--- src/verilog/bbpc_pkg.sv ---
// constants, state encoding and reply carrier for the boot command interpreter
// assumes one clock domain; imported by the interpreter, the host model and the testbench
package bbpc_pkg;
  // framing bytes and codes
  localparam logic [7:0] CMD_START_BYTE = 8'h01;
  localparam logic [7:0] REPLY_START_BYTE = 8'h81;
  localparam logic [7:0] END_BYTE = 8'h03;
  localparam logic [7:0] LEN_HIGH_ZERO = 8'h00;
  localparam logic [7:0] CMD_QUERY = 8'h4F;
  localparam logic [7:0] CMD_PARAM = 8'h51;
  localparam logic [7:0] RSP_QUERY_ERR = 8'hCF;
  localparam logic [7:0] RSP_PARAM_ERR = 8'hD1;
  localparam logic [7:0] LEN_QUERY_REPLY = 8'h0B;
  localparam logic [7:0] LEN_STATUS_REPLY = 8'h0A;
  localparam logic [7:0] ZERO_BYTE = 8'h00;
  localparam logic [15:0] LEN_QUERY_CMD = 16'h0001;
  localparam logic [15:0] LEN_PARAM_CMD = 16'h0003;
  localparam logic [15:0] FMT_MAX_LEN = 16'h0400;
  localparam logic [31:0] UNUSED_CODE = 32'hFFFFFFFF;
  // status codes
  localparam logic [7:0] STAT_OK = 8'h00;
  localparam logic [7:0] STAT_PACKET_ERR = 8'hC1;
  localparam logic [7:0] STAT_CHECKSUM_ERR = 8'hC2;
  localparam logic [7:0] STAT_ACCEPT_ERR = 8'hC3;
  localparam logic [7:0] STAT_PARAM_ERR = 8'hC5;
  localparam logic [7:0] STAT_SECURE_ERR = 8'hDA;
  // parameter identifiers and value field
  localparam logic [7:0] PID_INIT = 8'h01;
  localparam logic [7:0] PID_LOCKED_BOOT = 8'h02;
  localparam logic [7:0] PID_L2_KEY = 8'h03;
  localparam logic [7:0] PID_L1_KEY = 8'h04;
  localparam logic [2:0] VAL_DISABLE = 3'h0;
  // authentication levels
  localparam logic [1:0] AUTH_LEVEL_ZERO = 2'h0;
  localparam logic [1:0] AUTH_LEVEL_ONE = 2'h1;
  localparam logic [1:0] AUTH_LEVEL_TWO = 2'h2;
  // reply byte positions
  localparam logic [3:0] IDX_LEN_HIGH = 4'h1;
  localparam logic [3:0] IDX_LEN_LOW = 4'h2;
  localparam logic [3:0] IDX_RESP = 4'h3;
  localparam logic [3:0] IDX_STAT = 4'h4;
  localparam logic [3:0] IDX_CODE_HI = 4'h6;
  localparam logic [3:0] IDX_CODE_LO = 4'h7;
  localparam logic [3:0] IDX_DATA_HI = 4'h8;
  localparam logic [3:0] IDX_DATA_LO = 4'h9;
  localparam logic [3:0] LAST_DATA = 4'hF;
  localparam logic [3:0] LAST_STATUS = 4'hE;
  // fifo shape
  localparam int BYTE_W = 8;
  localparam int FIFO_DEPTH = 4;

  typedef enum logic [2:0] {
    ST_IDLE = 3'h0, ST_LEN_HIGH = 3'h1, ST_LEN_LOW = 3'h3, ST_BODY = 3'h2,
    ST_SUM = 3'h6, ST_END = 3'h7, ST_REPLY = 3'h5
  } bbpc_state_t;

  typedef struct packed {
    logic data_kind;
    logic [7:0] resp;
    logic [7:0] stat;
    logic [15:0] csize;
    logic [15:0] dsize;
  } bbpc_reply_t;
endpackage

--- src/verilog/bbpc_top.sv ---
// boot command interpreter: boundary query and parameter store, byte fifo
// assumes byte streams and control inputs come from logic on clk
// Behaviour
// - query packet is 01,00,01,4F,B0,03
// - query success replies boundary data packet
// - sizes sent in kilobytes, high byte first
// - failure replies status packet with code
// - bytes before start byte are discarded
// - missing end byte gives packet error
// - bad checksum gives checksum error
// - wrong length gives packet error
// - errors change nothing, back to waiting
// - query after encrypted write is refused
// - good query sends sizes, memory untouched
// - only highest priority error is reported
// - error detail and address hold unused code
// - store packet carries identifier and value
// - identifiers allowed per authentication level
// - value with low three bits zero selects the disable action
// - level-two key off blocks init and return
// - bad identifier or value, or level refusal
`timescale 1ns/10ps
`default_nettype none

module bbpc_fifo #(
  parameter int WIDTH = 8,
  parameter int DEPTH = 4
) (
  input wire logic clk, // clock
  input wire logic rst_n, // async reset, active low
  input wire logic [WIDTH-1:0] in_data, // write data
  input wire logic in_valid, // write request
  output logic in_ready, // room available
  output logic [WIDTH-1:0] out_data, // head data
  output logic out_valid, // head present
  input wire logic out_ready // head taken
);
  localparam int AW = $clog2(DEPTH);
  logic [WIDTH-1:0] mem [DEPTH];
  logic [AW-1:0] wr_ptr;
  logic [AW-1:0] rd_ptr;
  logic [AW:0] count;
  logic push;
  logic pop;

  // handshakes and flags
  assign push = in_valid && in_ready;
  assign pop = out_valid && out_ready;
  assign in_ready = (count < (AW+1)'(DEPTH));
  assign out_valid = (count != '0);
  assign out_data = mem[rd_ptr];

  // storage
  always_ff @(posedge clk) begin
    if (push) begin
      mem[wr_ptr] <= in_data;
    end
  end

  // pointers and fill count
  always_ff @(posedge clk or negedge rst_n) begin
    if (!rst_n) begin
      wr_ptr <= '0;
      rd_ptr <= '0;
      count <= '0;
    end else begin
      if (push) begin
        wr_ptr <= (wr_ptr == AW'(DEPTH - 1)) ? '0 : wr_ptr + 1'b1;
      end
      if (pop) begin
        rd_ptr <= (rd_ptr == AW'(DEPTH - 1)) ? '0 : rd_ptr + 1'b1;
      end
      count <= count + (AW+1)'(push) - (AW+1)'(pop);
    end
  end
endmodule

module bbpc_top (
  input wire logic clk, // 20 MHz clock
  input wire logic rst_n, // async reset, active low
  input wire logic [7:0] rx_data, // received command byte
  input wire logic rx_valid, // byte present
  output logic rx_ready, // byte accepted this cycle
  output logic [7:0] tx_data, // reply byte
  output logic tx_valid, // reply byte present
  input wire logic tx_ready, // reply byte taken
  input wire logic [1:0] auth_level, // current authentication level
  input wire logic enc_write_done, // pulse: encrypted write executed
  input wire logic [15:0] code_secure_size, // stored code boundary, KB
  input wire logic [15:0] data_secure_size, // stored data boundary, KB
  output logic disable_init, // initialization disabled
  output logic disable_locked_boot, // locked boot transition disabled
  output logic disable_level_two_key, // level-two key auth disabled
  output logic disable_level_one_key, // level-one key auth disabled
  output logic init_refused, // initialization blocked
  output logic rma_refused // return request blocked
);
  import bbpc_pkg::*;

  bbpc_state_t state;
  bbpc_reply_t rsp;
  bbpc_reply_t next_rsp;
  logic [15:0] len;
  logic [15:0] cnt;
  logic [7:0] acc;
  logic [7:0] pl [3];
  logic enc_seen;
  logic take;
  logic decide;
  logic drop;
  logic param_ok;
  logic [3:0] idx;
  logic [7:0] tx_acc;
  logic [7:0] push_data;
  logic push;
  logic fifo_ready;
  logic [7:0] fifo_data;
  logic fifo_valid;
  logic fifo_pop;

  // one byte of the outgoing packet; sum position emits the negated running sum
  function automatic logic [7:0] reply_byte(bbpc_reply_t r, logic [3:0] i, logic [7:0] s);
    logic [3:0] last;
    logic [7:0] b;
    last = r.data_kind ? LAST_DATA : LAST_STATUS;
    b = ZERO_BYTE;
    if (i == 4'h0) begin
      b = REPLY_START_BYTE;
    end else if (i == IDX_LEN_HIGH) begin
      b = LEN_HIGH_ZERO;
    end else if (i == IDX_LEN_LOW) begin
      b = r.data_kind ? LEN_QUERY_REPLY : LEN_STATUS_REPLY;
    end else if (i == IDX_RESP) begin
      b = r.resp;
    end else if (i == last) begin
      b = END_BYTE;
    end else if (i == last - 4'h1) begin
      b = 8'(~s + 8'h01);
    end else if (r.data_kind) begin
      case (i)
        IDX_CODE_HI: b = r.csize[15:8];
        IDX_CODE_LO: b = r.csize[7:0];
        IDX_DATA_HI: b = r.dsize[15:8];
        IDX_DATA_LO: b = r.dsize[7:0];
        default: b = ZERO_BYTE;
      endcase
    end else if (i == IDX_STAT) begin
      b = r.stat;
    end else begin
      b = UNUSED_CODE[7:0];
    end
    return b;
  endfunction

  assign take = rx_valid && rx_ready;
  assign decide = take && (state == ST_END);

  // verdict at the end byte, checks in falling priority
  always_comb begin
    logic is_query;
    logic is_param;
    logic [15:0] want;
    logic lvl_ok;
    logic lvl_one_up;
    is_query = (pl[0] == CMD_QUERY);
    is_param = (pl[0] == CMD_PARAM);
    want = is_query ? LEN_QUERY_CMD : LEN_PARAM_CMD;
    lvl_ok = 1'b0;
    lvl_one_up = (auth_level == AUTH_LEVEL_ONE) || (auth_level == AUTH_LEVEL_TWO);
    drop = !(is_query || is_param);
    param_ok = 1'b0;
    next_rsp.data_kind = 1'b0;
    next_rsp.resp = is_query ? RSP_QUERY_ERR : RSP_PARAM_ERR;
    next_rsp.csize = code_secure_size;
    next_rsp.dsize = data_secure_size;
    next_rsp.stat = STAT_OK;
    // level code 3 is no level: only the always-allowed identifier passes
    case (pl[1])
      PID_INIT: lvl_ok = 1'b1;
      PID_LOCKED_BOOT: lvl_ok = lvl_one_up;
      PID_L1_KEY: lvl_ok = lvl_one_up;
      PID_L2_KEY: lvl_ok = (auth_level == AUTH_LEVEL_TWO);
      default: lvl_ok = 1'b0;
    endcase
    if (rx_data != END_BYTE) begin
      next_rsp.stat = STAT_PACKET_ERR;
    end else if (acc != ZERO_BYTE) begin
      next_rsp.stat = STAT_CHECKSUM_ERR;
    end else if (len == 16'h0000 || len > FMT_MAX_LEN) begin
      next_rsp.stat = STAT_PACKET_ERR;
    end else if (len != want) begin
      next_rsp.stat = STAT_PACKET_ERR;
    end else if (is_query) begin
      if (enc_seen) begin
        next_rsp.stat = STAT_ACCEPT_ERR;
      end else begin
        next_rsp.data_kind = 1'b1;
        next_rsp.resp = CMD_QUERY;
      end
    end else if (pl[1] < PID_INIT || pl[1] > PID_L1_KEY) begin
      next_rsp.stat = STAT_PARAM_ERR;
    end else if (!lvl_ok) begin
      next_rsp.stat = STAT_SECURE_ERR;
    end else if (enc_seen && pl[1] == PID_L1_KEY) begin
      next_rsp.stat = STAT_ACCEPT_ERR;
    end else if (pl[2][2:0] != VAL_DISABLE) begin
      next_rsp.stat = STAT_PARAM_ERR;
    end else begin
      next_rsp.resp = CMD_PARAM;
      param_ok = 1'b1;
    end
  end

  // packet walk: start hunt, length, body, sum, end, reply
  always_ff @(posedge clk or negedge rst_n) begin
    if (!rst_n) begin
      state <= ST_IDLE;
      rx_ready <= 1'b1;
    end else begin
      case (state)
        ST_IDLE: begin
          if (take && rx_data == CMD_START_BYTE) begin
            state <= ST_LEN_HIGH;
          end
        end
        ST_LEN_HIGH: begin
          if (take) begin
            state <= ST_LEN_LOW;
          end
        end
        ST_LEN_LOW: begin
          if (take) begin
            state <= ({len[15:8], rx_data} == 16'h0000) ? ST_SUM : ST_BODY;
          end
        end
        ST_BODY: begin
          if (take && cnt == len - 16'h0001) begin
            state <= ST_SUM;
          end
        end
        ST_SUM: begin
          if (take) begin
            state <= ST_END;
          end
        end
        ST_END: begin
          if (take) begin
            state <= drop ? ST_IDLE : ST_REPLY;
            rx_ready <= drop;
          end
        end
        ST_REPLY: begin
          if (push && idx == (rsp.data_kind ? LAST_DATA : LAST_STATUS)) begin
            state <= ST_IDLE;
            rx_ready <= 1'b1;
          end
        end
        default: begin
          state <= ST_IDLE;
          rx_ready <= 1'b1;
        end
      endcase
    end
  end

  // length, body count, payload capture and receive checksum
  always_ff @(posedge clk or negedge rst_n) begin
    if (!rst_n) begin
      len <= '0;
      cnt <= '0;
      acc <= '0;
      pl[0] <= '0;
      pl[1] <= '0;
      pl[2] <= '0;
    end else if (take) begin
      if (state == ST_IDLE) begin
        acc <= '0;
        cnt <= '0;
        pl[0] <= '0;
        pl[1] <= '0;
        pl[2] <= '0;
      end else if (state == ST_LEN_HIGH) begin
        len[15:8] <= rx_data;
        acc <= acc + rx_data;
      end else if (state == ST_LEN_LOW) begin
        len[7:0] <= rx_data;
        acc <= acc + rx_data;
      end else if (state == ST_BODY || state == ST_SUM) begin
        acc <= acc + rx_data;
        cnt <= cnt + 16'h0001;
        if (state == ST_BODY && cnt < 16'h0003) begin
          pl[cnt[1:0]] <= rx_data;
        end
      end
    end
  end

  // encrypted write seen since reset
  always_ff @(posedge clk or negedge rst_n) begin
    if (!rst_n) begin
      enc_seen <= 1'b0;
    end else if (enc_write_done) begin
      enc_seen <= 1'b1;
    end
  end

  // reply descriptor captured at the verdict
  always_ff @(posedge clk or negedge rst_n) begin
    if (!rst_n) begin
      rsp <= '0;
    end else if (decide && !drop) begin
      rsp <= next_rsp;
    end
  end

  // disable flags, set only on an accepted store; cleared only by reset
  always_ff @(posedge clk or negedge rst_n) begin
    if (!rst_n) begin
      disable_init <= 1'b0;
      disable_locked_boot <= 1'b0;
      disable_level_two_key <= 1'b0;
      disable_level_one_key <= 1'b0;
    end else if (decide && param_ok) begin
      disable_init <= disable_init | (pl[1] == PID_INIT);
      disable_locked_boot <= disable_locked_boot | (pl[1] == PID_LOCKED_BOOT);
      disable_level_two_key <= disable_level_two_key | (pl[1] == PID_L2_KEY);
      disable_level_one_key <= disable_level_one_key | (pl[1] == PID_L1_KEY);
    end
  end

  // derived refusals
  always_ff @(posedge clk or negedge rst_n) begin
    if (!rst_n) begin
      init_refused <= 1'b0;
      rma_refused <= 1'b0;
    end else begin
      init_refused <= disable_init | disable_level_two_key;
      rma_refused <= disable_level_two_key;
    end
  end

  // reply byte generator, stalled by the fifo
  assign push = (state == ST_REPLY) && fifo_ready;
  assign push_data = reply_byte(rsp, idx, tx_acc);

  always_ff @(posedge clk or negedge rst_n) begin
    if (!rst_n) begin
      idx <= '0;
      tx_acc <= '0;
    end else if (state != ST_REPLY) begin
      idx <= '0;
      tx_acc <= '0;
    end else if (push) begin
      idx <= idx + 4'h1;
      if (idx != 4'h0) begin
        tx_acc <= tx_acc + push_data;
      end
    end
  end

  bbpc_fifo #(.WIDTH(BYTE_W), .DEPTH(FIFO_DEPTH)) u_fifo (
    .clk(clk),
    .rst_n(rst_n),
    .in_data(push_data),
    .in_valid(state == ST_REPLY),
    .in_ready(fifo_ready),
    .out_data(fifo_data),
    .out_valid(fifo_valid),
    .out_ready(fifo_pop)
  );

  // registered output stage
  assign fifo_pop = !tx_valid || tx_ready;

  always_ff @(posedge clk or negedge rst_n) begin
    if (!rst_n) begin
      tx_valid <= 1'b0;
      tx_data <= '0;
    end else if (fifo_pop) begin
      tx_valid <= fifo_valid;
      tx_data <= fifo_data;
    end
  end
endmodule

`default_nettype wire

--- config.mk ---
export PLATFORM = sky130hd
export DESIGN_NAME = bbpc_top
export DESIGN_NICKNAME = d
export VERILOG_FILES = /design/src/verilog/bbpc_pkg.sv /design/src/verilog/bbpc_top.sv
export SDC_FILE = /design/constraint.sdc
export NUM_CORES = 1
export LEC_CHECK = 0
export BUFFER_PORTS_ARGS = -buffer_cell sky130_fd_sc_hd__clkbuf_2
export CORE_ASPECT_RATIO = 1.1
export CORE_UTILIZATION = 60
export DETAILED_ROUTE_END_ITERATION = 10
export GPL_TIMING_DRIVEN = 0
export PLACE_DENSITY = 0.79
export SETUP_SLACK_MARGIN = 0.02
export SYNTH_ARGS = -nofsm -noshare
export SYNTH_HDL_FRONTEND = slang
export SYNTH_SLANG_ARGS = --single-unit
export TNS_END_PERCENT = 50
--- constraint.sdc ---
create_clock -name clk -period 8 [get_ports clk]
set_input_delay 1.2 -clock clk [delete_from_list [all_inputs] [get_ports clk]]
set_output_delay 1.2 -clock clk [all_outputs]
set_load 0.01 [all_outputs]
# Yosys cells after proc, flatten, opt, wreduce, memory -nomap -nowiden
# Memory sizes are Yosys's and may differ from the RTL's. A register that Yosys moved wholly into a read port is not among the register bits.
# Index checks and enable logic that the tools add are counted.
# totals
regBits	144
latchBits	0
mem_bits_rw	32
rom_bits	0
wordCells	221
n_memories	1
# op_classes
addsub	11
mul	0
n_div	0
order_cmp	7
eq_ne	40
shift	0
n_mux	81
bitwise_logic	10
reduce_logical	44
# memory_table
memory	words	width	rd	rd_ports_with_merged_regs	wr	line	text
u_fifo.mem	4	8	1	1	1	bbpc_top.sv:39	logic [WIDTH-1:0] mem [DEPTH];
# op_table
cell	n
$mux W8	29
$mux W24	5
$mux W16	5
$mux W9	5
$logic_not A16 Y1	2
$pmux W8 S4	1
$mux W3	9
$bwmux W24	1
$pmux W3 S7	1
$ne A2 B2 Y1 const B	9
$add A16 B1 Y16 const B	1
$add A8 B8 Y8	2
$demux W8 S2	1
$eq A16 B16 Y1	1
$eq A8 B1 Y1 const B	2
$eq A8 B2 Y1 const B	2
$eq A8 B7 Y1 const B	2
$gt A16 B11 Y1 const B	1
$lt A16 B2 Y1 const B	1
$mux W1	16
$ne A16 B2 Y1	1
$sub A16 B1 Y16 const B	1
$eq A4 B3 Y1 const B	3
$logic_and A1 B1 Y1	12
46 further kinds	80

# Depth between registers and ports, before layout
# Gate-level depths: netlist (run 1).
# depth
ltp_word	13
mapped_depth	18

# Cells and area by module
# Synthesis (run 1) repeated with hierarchy kept, for this count alone.
# hier_totals
hier_cells	904
area_unflattened_um2	9236.4
# by_module_without_submodules
module	instances	cells_each	area_per_inst_um2	seq_area_each_um2
bbpc_top	1	823	7612.3	3304.4
bbpc_fifo	1	81	1624.1	1136.1

# Worst setup path after synthesis (run 1)
# Ideal clock, no wire load.
# synth_path
path_kind	reg2reg
start	register idx[1]
end	register tx_acc[6]
setup_time_ps	121
arrival_time_ps	3332
t_required_ps	7879
setup_slack_ps	4547
stages_incl_launch_ff	19
period_less_slack_ps	3453
path_cell_list	dfrtp_1 -> inv_1 -> ha_1 -> and3b_1 -> clkbuf_1 -> a21oi_1 -> a31oi_1 -> a211oi_1 -> o31a_1 -> o221ai_1 -> ha_1 -> fa_1 -> a21o_1 -> a21o_1 -> nand2_1 -> nand2_1 -> a21oi_1 -> xnor2_1 -> a22o_1
# synth_between
elab_chain_len	13
# synth_lines
item	line	text
start: declaration	bbpc_top.sv:112	logic [3:0] idx;
start signal: assignment	bbpc_top.sv:354	idx <= idx + 4'h1;
$eq A4 B4 Y1, or another cell as far along	bbpc_top.sv:140	case (i)
$pmux W8 S4 / $mux W8 (equally long branches)	bbpc_top.sv:140, bbpc_top.sv:147	
$mux W8	bbpc_top.sv:139	end else if (r.data_kind) begin
$mux W8	bbpc_top.sv:137	end else if (i == last - 4'h1) begin
$mux W8	bbpc_top.sv:135	end else if (i == last) begin
$mux W8	bbpc_top.sv:133	end else if (i == IDX_RESP) begin
$mux W8	bbpc_top.sv:131	end else if (i == IDX_LEN_LOW) begin
$mux W8	bbpc_top.sv:129	end else if (i == IDX_LEN_HIGH) begin
$mux W8 (*)	bbpc_top.sv:127	if (i == 4'h0) begin
named net push_data[0]	bbpc_top.sv:114	logic [7:0] push_data;
$add A8 B8 Y8 (*)	bbpc_top.sv:356	tx_acc <= tx_acc + push_data;
$mux W8 (*)	bbpc_top.sv:355	if (idx != 4'h0) begin
$mux W8 (*)	bbpc_top.sv:353	end else if (push) begin
$mux W8 (*)	bbpc_top.sv:350	end else if (state != ST_REPLY) begin
end signal: assignment	bbpc_top.sv:356	
end: declaration	bbpc_top.sv:113	logic [7:0] tx_acc;
# The timed path passes the listed nets; every way through them passes the cells marked *. The select of a mux whose other input is x is not followed.
# A chain may end at the register's enable or synchronous reset.

# Worst setup path in the final report (run 1)
# layout_path
start	register idx[0]
end	register tx_acc[7]
# Same word-level chain as after synthesis.

==> flow_summary_export.csv, run 1 <==
group,metric,value,unit
outcome,status,"finished clean",
floorplanning,die_w,119,um
logic_synthesis,synth_compound_area_frac,0.136,
cts,cts_num_sinks,171,
detailed_routing,drt-pass1-iter-count,5,
global_route,grt_util_met2,0.496,
cts,cts_made_buffers,17,
cts,cts_tree,"built",
detailed_routing,wl,20500,um
worst_setup_path,startpoint_type,"register",
sta,fin_tns_setup,0,ps
worst_setup_path,cp-end-kind,"register",
logic_synthesis,syn_area_per_cell,11.0,um2
worst_setup_path,crit_fanout,10,
sta,setup-violations-final,0,
detailed_routing,vias,6855,
logic_synthesis,netlist_instances,817,
sta,drv_slew,0,
logic_synthesis,yosys.cell_types.count,68,
logic_synthesis,synth_edf_count,32,
placement,portBuffers,62,
global_route,gr-usage-met3,0.0516,
floorplanning,dieArea,15500,um2
sta,slew_headroom,0.265,
floorplanning,rows,46,
cts,post_cts_resized,0,
placement,place_congestion,0.936,
logic_synthesis,synth_top_family_by_area,"simple AND/OR/NAND/NOR gates",
placement,hpwl,15000,um
cts,post_cts_buffers,0,
cts,h-tree-depth,4,
worst_setup_path,criticalPathCategory,"reg2reg",
global_route,grt_pass1_wl,33900,um
logic_synthesis,synth_xor_xnor_area_share,0.0507,
sta,rsz0062_at_grt,"no",
global_route,grt_use_total,0.283,
layout,drive_gt1_frac,0.191,
logic_synthesis,async_flop_share,0.813,
layout,diodes,0,
worst_setup_path,arrival,4470,ps
logic_synthesis,ys_ff_latch,171,
sta,tightest_slew,1090,ps
power,power_leakage,4.64,nW
cts,cts_buffer_depth,2,
floorplanning,ioPinCount,63,
worst_setup_path,cp.required,8320,ps
detailed_routing,ant_nets,0,
layout,final_cell_mix,"138 x dfrtp_1, 65 x nand2_1, 61 x clkbuf_2, 58 x nor2_1, 57 x mux2_2",
sta,max_clock_freq,241,MHz
global_route,first_global_vias,6865,
cts,root_buffer,"clkbuf_16",
logic_synthesis,synthesis.nets,900,
sta,finalClockSkew,9.10,ps
sta,period_needed,4150,ps
logic_synthesis,synth.yosys.warnings,0,
logic_synthesis,yosys.area_share.simple,0.143,
power,p_per_area,171,nW/um2
layout,syn2layout_area_growth,13.0,%
global_route,grtUsageMet1,0.338,
floorplanning,initial_utilization,0.619,
global_route,grt_antenna_before_repair,0,
layout,layout_commonest_cell,"dfrtp_1",
sta,whs,414,ps
flow_run,drv_cap,0,
cts,ctsHoldBuffers,0,
logic_synthesis,syn_area,8970,um2
layout,num-nets-final,982,
detailed_routing,routedWlPerCell,18.6,um
floorplanning,core_area,14500,um2
global_route,grt_max_degree,78,
detailed_routing,viasPerCell,6.21,
detailed_routing,drc_errors,0,
logic_synthesis,synthFlopType,"dfrtp_1",
logic_synthesis,synth-seq-area-share,0.495,
cts,clk_latency,430,ps
sta,final_hold_viol_count,0,
cts,clkSlewWorstSetupHoldPaths,70,ps
global_route,grt_most_used_layer,"met2",
sta,post-route-period-util,0.519,
global_route,grt-ovfl-total,0,
logic_synthesis,yosys-mux-area-fraction,0.0938,
power,vdd_drop_max,0.000135,V
worst_hold_path,hold_class,"reg2reg",
detailed_routing,drtIter0Drc,574,
logic_synthesis,synth-adder-area-share,0.0527,
floorplanning,dieHeight,130,um
-- registers in the layout, summed over array words and instances, names as in the netlist, named ones only --
signal and flops:
disable_level_two_key 1, pl 19, disable_level_one_key 1, u_fifo.mem 32, idx 4, rx_ready 1, u_fifo.rd_ptr 2, tx_acc 8
disable_init 1, len 16, u_fifo.wr_ptr 2, enc_seen 1, state 2, rsp 41, tx_data 8, acc 8
cnt 16, init_refused 1, u_fifo.count 3, rma_refused 1, disable_locked_boot 1, tx_valid 1
-- stage by stage --
step                worst slack, ps  area, um2  instances  power (mW)   util
global placement               3590       9530       1071       0.937  0.657
CTS                            3920      10100       1104        1.74  0.699
floorplan                      4550       8970        817       0.907      -
global route                   3400      10100       1104        1.78  0.699
finish                         3850      10100       1104        1.73  0.699
detailed placement             3940       9560       1072       0.941  0.659
-- synthesized netlist by cell type, drive strengths merged, types with 5 or more instances --
cell / number / area, um2
nand2b: 7 / 43.8
nand4: 9 / 56.3
xor2: 27 / 236
or3: 8 / 50.1
nand2: 65 / 244
and3: 6 / 37.5
a22oi: 9 / 67.6
ha: 33 / 413
clkbuf: 32 / 120
or2: 5 / 31.3
o21ai: 36 / 180
nor3: 25 / 125
a211oi: 5 / 37.5
a21oi: 33 / 165
nand3: 12 / 60.1
nand3b: 5 / 37.5
o211ai: 6 / 45.0
xnor2: 25 / 219
inv: 29 / 109
dfrtp: 138 / 3450
nor4: 13 / 96.3
edfxtp: 32 / 961
nor2: 58 / 218
a21o: 10 / 75.1
a31oi: 11 / 68.8
mux4: 8 / 180
and2: 8 / 50.1
mux2: 57 / 642
a22o: 25 / 219
o31ai: 7 / 52.6
a32o: 7 / 70.1
-- power by group --
part	internal (mW)	switching [mW]	total, mW
logic	0.0128	0.0256	0.0384
clock network	0.444	0.363	0.807
registers	0.884	0.0000000000000000376	0.884
-- worst max-delay path: stages (launching register included) --
cell and delay, ps:
dfrtp_1 490, ha_1 190, clkbuf_1 260, clkbuf_1 430
a22oi_1 190, nor2_1 140, a21oi_1 60, a311oi_1 270
a21oi_1 60, o21a_1 200, nor2_1 320, ha_1 360
a211oi_1 280, o21ai_0 150, o211ai_1 140, xnor2_1 180
a21oi_1 100, a31o_2 210
-- kinds of logic (layout without fill, tap and decap cells) --
kind of cell    after synthesis  after routing
flops                       171            171
xor+xnor                     52             52
buf+inv                      65            160
compound gates              177            177
simple gates                249            249
fa+ha+maj                    36             36
mux                          67             67
-- routing by layer --
layer  wire length [um]  up-vias
li1                   -     3167
met4                612        0
met2              10500      234
met1               8420     3402
met3                935       52
met5                  0        -
-- layout make-up --
type	count	area, um2
Multi-Input combinational cell	581	4280
Clock buffer	18	439
Buffer	36	146
Tap cell	192	240
Clock inverter	14	138
Sequential cell	171	4440
Timing Repair Buffer	63	347
Fill cell	1085	4370
Inverter	29	109
-- final timing paths --
path,end,slack [ps],start,cells past startpoint
max,tx_acc[7],3850,idx[0],17
min,rma_refused,410,disable_level_two_key,0
max reg2reg,tx_acc[7],3850,idx[0],17
min reg2reg,rma_refused,410,disable_level_two_key,0
max in group asynchronous,acc[7],6530,rst_n,2
min in group asynchronous,rsp[13],740,rst_n,1
Note: power is estimated with default switching activity, not from simulation.
==> run 2, diff against run 1 <==
--- a/config.mk
+++ b/config.mk
@@ -7,10 +7,10 @@
 export LEC_CHECK = 0
 export BUFFER_PORTS_ARGS = -buffer_cell sky130_fd_sc_hd__clkbuf_2
 export CORE_ASPECT_RATIO = 1.1
-export CORE_UTILIZATION = 60
+export CORE_UTILIZATION = 55
 export DETAILED_ROUTE_END_ITERATION = 10
 export GPL_TIMING_DRIVEN = 0
-export PLACE_DENSITY = 0.79
+export PLACE_DENSITY = 0.77
 export SETUP_SLACK_MARGIN = 0.02
 export SYNTH_ARGS = -nofsm -noshare
 export SYNTH_HDL_FRONTEND = slang
==> constraint.sdc (replaced) <==
create_clock -name clk -period 3.5 [get_ports clk]
set_input_delay 0.525 -clock clk [delete_from_list [all_inputs] [get_ports clk]]
set_output_delay 0.525 -clock clk [all_outputs]
set_load 0.01 [all_outputs]
==> flow_summary_export.csv, run 2 (synthesis results as in run 1) <==
group,metric,value,unit
worst_setup_path,cp-end-kind,"register",
detailed_routing,drtIter0Drc,547,
cts,cts_made_buffers,17,
layout,diodes,0,
global_route,grt-ovfl-total,0,
detailed_routing,drt-pass1-iter-count,5,
power,power.internal,3.05,mW
power,pwr-share-comb,0.023,
worst_setup_path,rrSetupSlack,-120,ps
layout,final_cell_mix,"136 x dfrtp_1, 62 x clkbuf_2, 62 x nand2_1, 57 x mux2_2, 56 x nor2_1",
power,p_total,3.92,mW
global_route,grt_use_total,0.264,
sta,layout_setup_ws,-117,ps
floorplanning,dieHeight,136,um
layout,drive_gt1_frac,0.255,
detailed_routing,routedWlPerCell,18.9,um
outcome,violations,"hold timing, setup timing",
sta,tightest_slew,1150,ps
detailed_routing,drc_errors,0,
sta,slew_headroom,0.228,
worst_setup_path,crit_fanout,6,
layout,finalNonFillerCells,1135,
worst_hold_path,hold_class,"in2async",
layout,largestRegisters,"rsp x41, u_fifo.mem x32, pl x19",
sta,whs,-7.50,ps
worst_setup_path,cp.required,3820,ps
floorplanning,die_w,124,um
floorplanning,dieArea,16800,um2
detailed_routing,vias,6989,
worst_setup_path,r2r-start,"idx[0]",
power,vdd_drop_max,0.000335,V
cts,cts_buffer_depth,2,
floorplanning,ioPinCount,63,
layout,num-nets-final,1005,
placement,place_congestion,0.937,
global_route,grt_max_degree,105,
placement,dpl.cell_count,1080,
cts,clkSlewWorstSetupHoldPaths,70,ps
floorplanning,initial_utilization,0.568,
sta,setup-violations-final,3,
cts,clk_latency,440,ps
sta,max_clock_freq,276,MHz
detailed_routing,ant_nets,0,
cts,root_buffer,"clkbuf_16",
global_route,grt_pass1_wl,33700,um
worst_setup_path,worstReg2RegEnd,"tx_acc[7]",
power,switching_power,0.865,mW
outcome,status,"complete, but fails checks",
sta,period_needed,3620,ps
layout,syn2layout_area_growth,17.9,%
placement,portBuffers,62,
cts,h-tree-depth,4,
placement,hpwl,14400,um
sta,post-route-period-util,1.03,
sta,drv_slew,0,
worst_setup_path,r2r_cells,15,
worst_setup_path,arrival,3940,ps
flow_run,drv_cap,0,
cts,cts_num_sinks,171,
layout,layout_commonest_cell,"dfrtp_1",
sta,rsz0062_at_grt,"yes",
worst_setup_path,crit_path_end,"tx_acc[7]",
power,power_leakage,4.76,nW
detailed_routing,wl,21400,um
sta,finalClockSkew,9.67,ps
power,seq_power_share,0.516,
worst_setup_path,startpoint_type,"register",
cts,ctsHoldBuffers,0,
cts,cts_tree,"built",
power,p_per_area,371,nW/um2
floorplanning,core_area,15800,um2
sta,final_hold_viol_count,6,
power,pwr-share-clk,0.462,
worst_setup_path,crit_start,"idx[0]",
global_route,first_global_vias,6777,
layout,regMostFlops,"rsp",
detailed_routing,viasPerCell,6.16,
floorplanning,rows,48,
layout,largest_reg_flops,41,
worst_setup_path,criticalPathCategory,"reg2reg",
power,switching_share,0.221,
global_route,grt_antenna_before_repair,0,
## run 2: what timing repair did
item / CTS / global route
endpoints found under the setup margin: 7 / 3
buffers inserted: 13 / 15
pin swaps: 12 / 19
resized for setup: 39 / 19
## run 2: worst min path at each step
stage          slack (ps)             startpoint           to
2_1_floorplan         230                  rst_n    async pin
3_3_place_gp          410  disable_level_two_key  rma_refused
3_5_place_dp          420  disable_level_two_key  rma_refused
4_1_cts                 2                  rst_n      rsp[18]
5_1_grt                 7                  rst_n      rsp[18]
6_report               -7                  rst_n      rsp[18]
## run 2: power by group through the flow
stage / clock network, mW / registers (mW) / logic, mW
final: 1.81 / 2.02 / 0.0886
after global routing: 1.91 / 2.02 / 0.101
after CTS: 1.84 / 2.02 / 0.0918
after detailed placement: 0 / 2.06 / 0.0915
after global placement: 0 / 2.06 / 0.0855
after floorplan: 0 / 2.06 / 0.0134
## run 2: critical path, cell delays in order (launching register included)
cell      delay (ps)
dfrtp_2          470
or3b_4           410
buf_4            160
a21oi_4          230
nand2_2          110
and3_4           200
mux2i_1          130
o211a_2          270
ha_4             220
a21o_1           200
a211oi_2         300
o21ai_1          110
o211ai_1         160
xnor2_1          190
a21oi_1          120
a31o_2           230
## run 2: final cells by class
class                   instances  area, um2
well taps                     200        250
repair buffers                 91        557
clock buffers                  22        487
inverters                      29        111
flip-flops and latches        171       4440
fillers                      1175       5220
plain buffers                  31        146
multi-input cells             581       4500
clock inverters                10       80.1
## run 2: metal layers
| layer | wire, um | GRT usage | part of all wire | vias to the layer above |
|---|---|---|---|---|
| li1 | - | - | - | 3223 |
| met1 | 8560 | 0.319 | 0.40 | 3449 |
| met2 | 11100 | 0.462 | 0.52 | 246 |
| met3 | 1020 | 0.0570 | 0.048 | 71 |
| met4 | 683 | 0.0870 | 0.032 | 0 |
| met5 | 0 | 0 | 0 | - |
## run 2: metrics by stage
stage	TNS, ps	instance area [um2]	worst slack (ps)	util	hold slack, ps
6_report	-178	10600	-117	0.670	-7.50
5_1_grt	-387	10600	-196	0.670	7.07
4_1_cts	0	10400	25.5	0.656	1.94
3_5_place_dp	-2470	9570	-706	0.606	420
3_3_place_gp	-58910	9540	-651	0.604	414
2_1_floorplan	0	8970	47.4	-	229
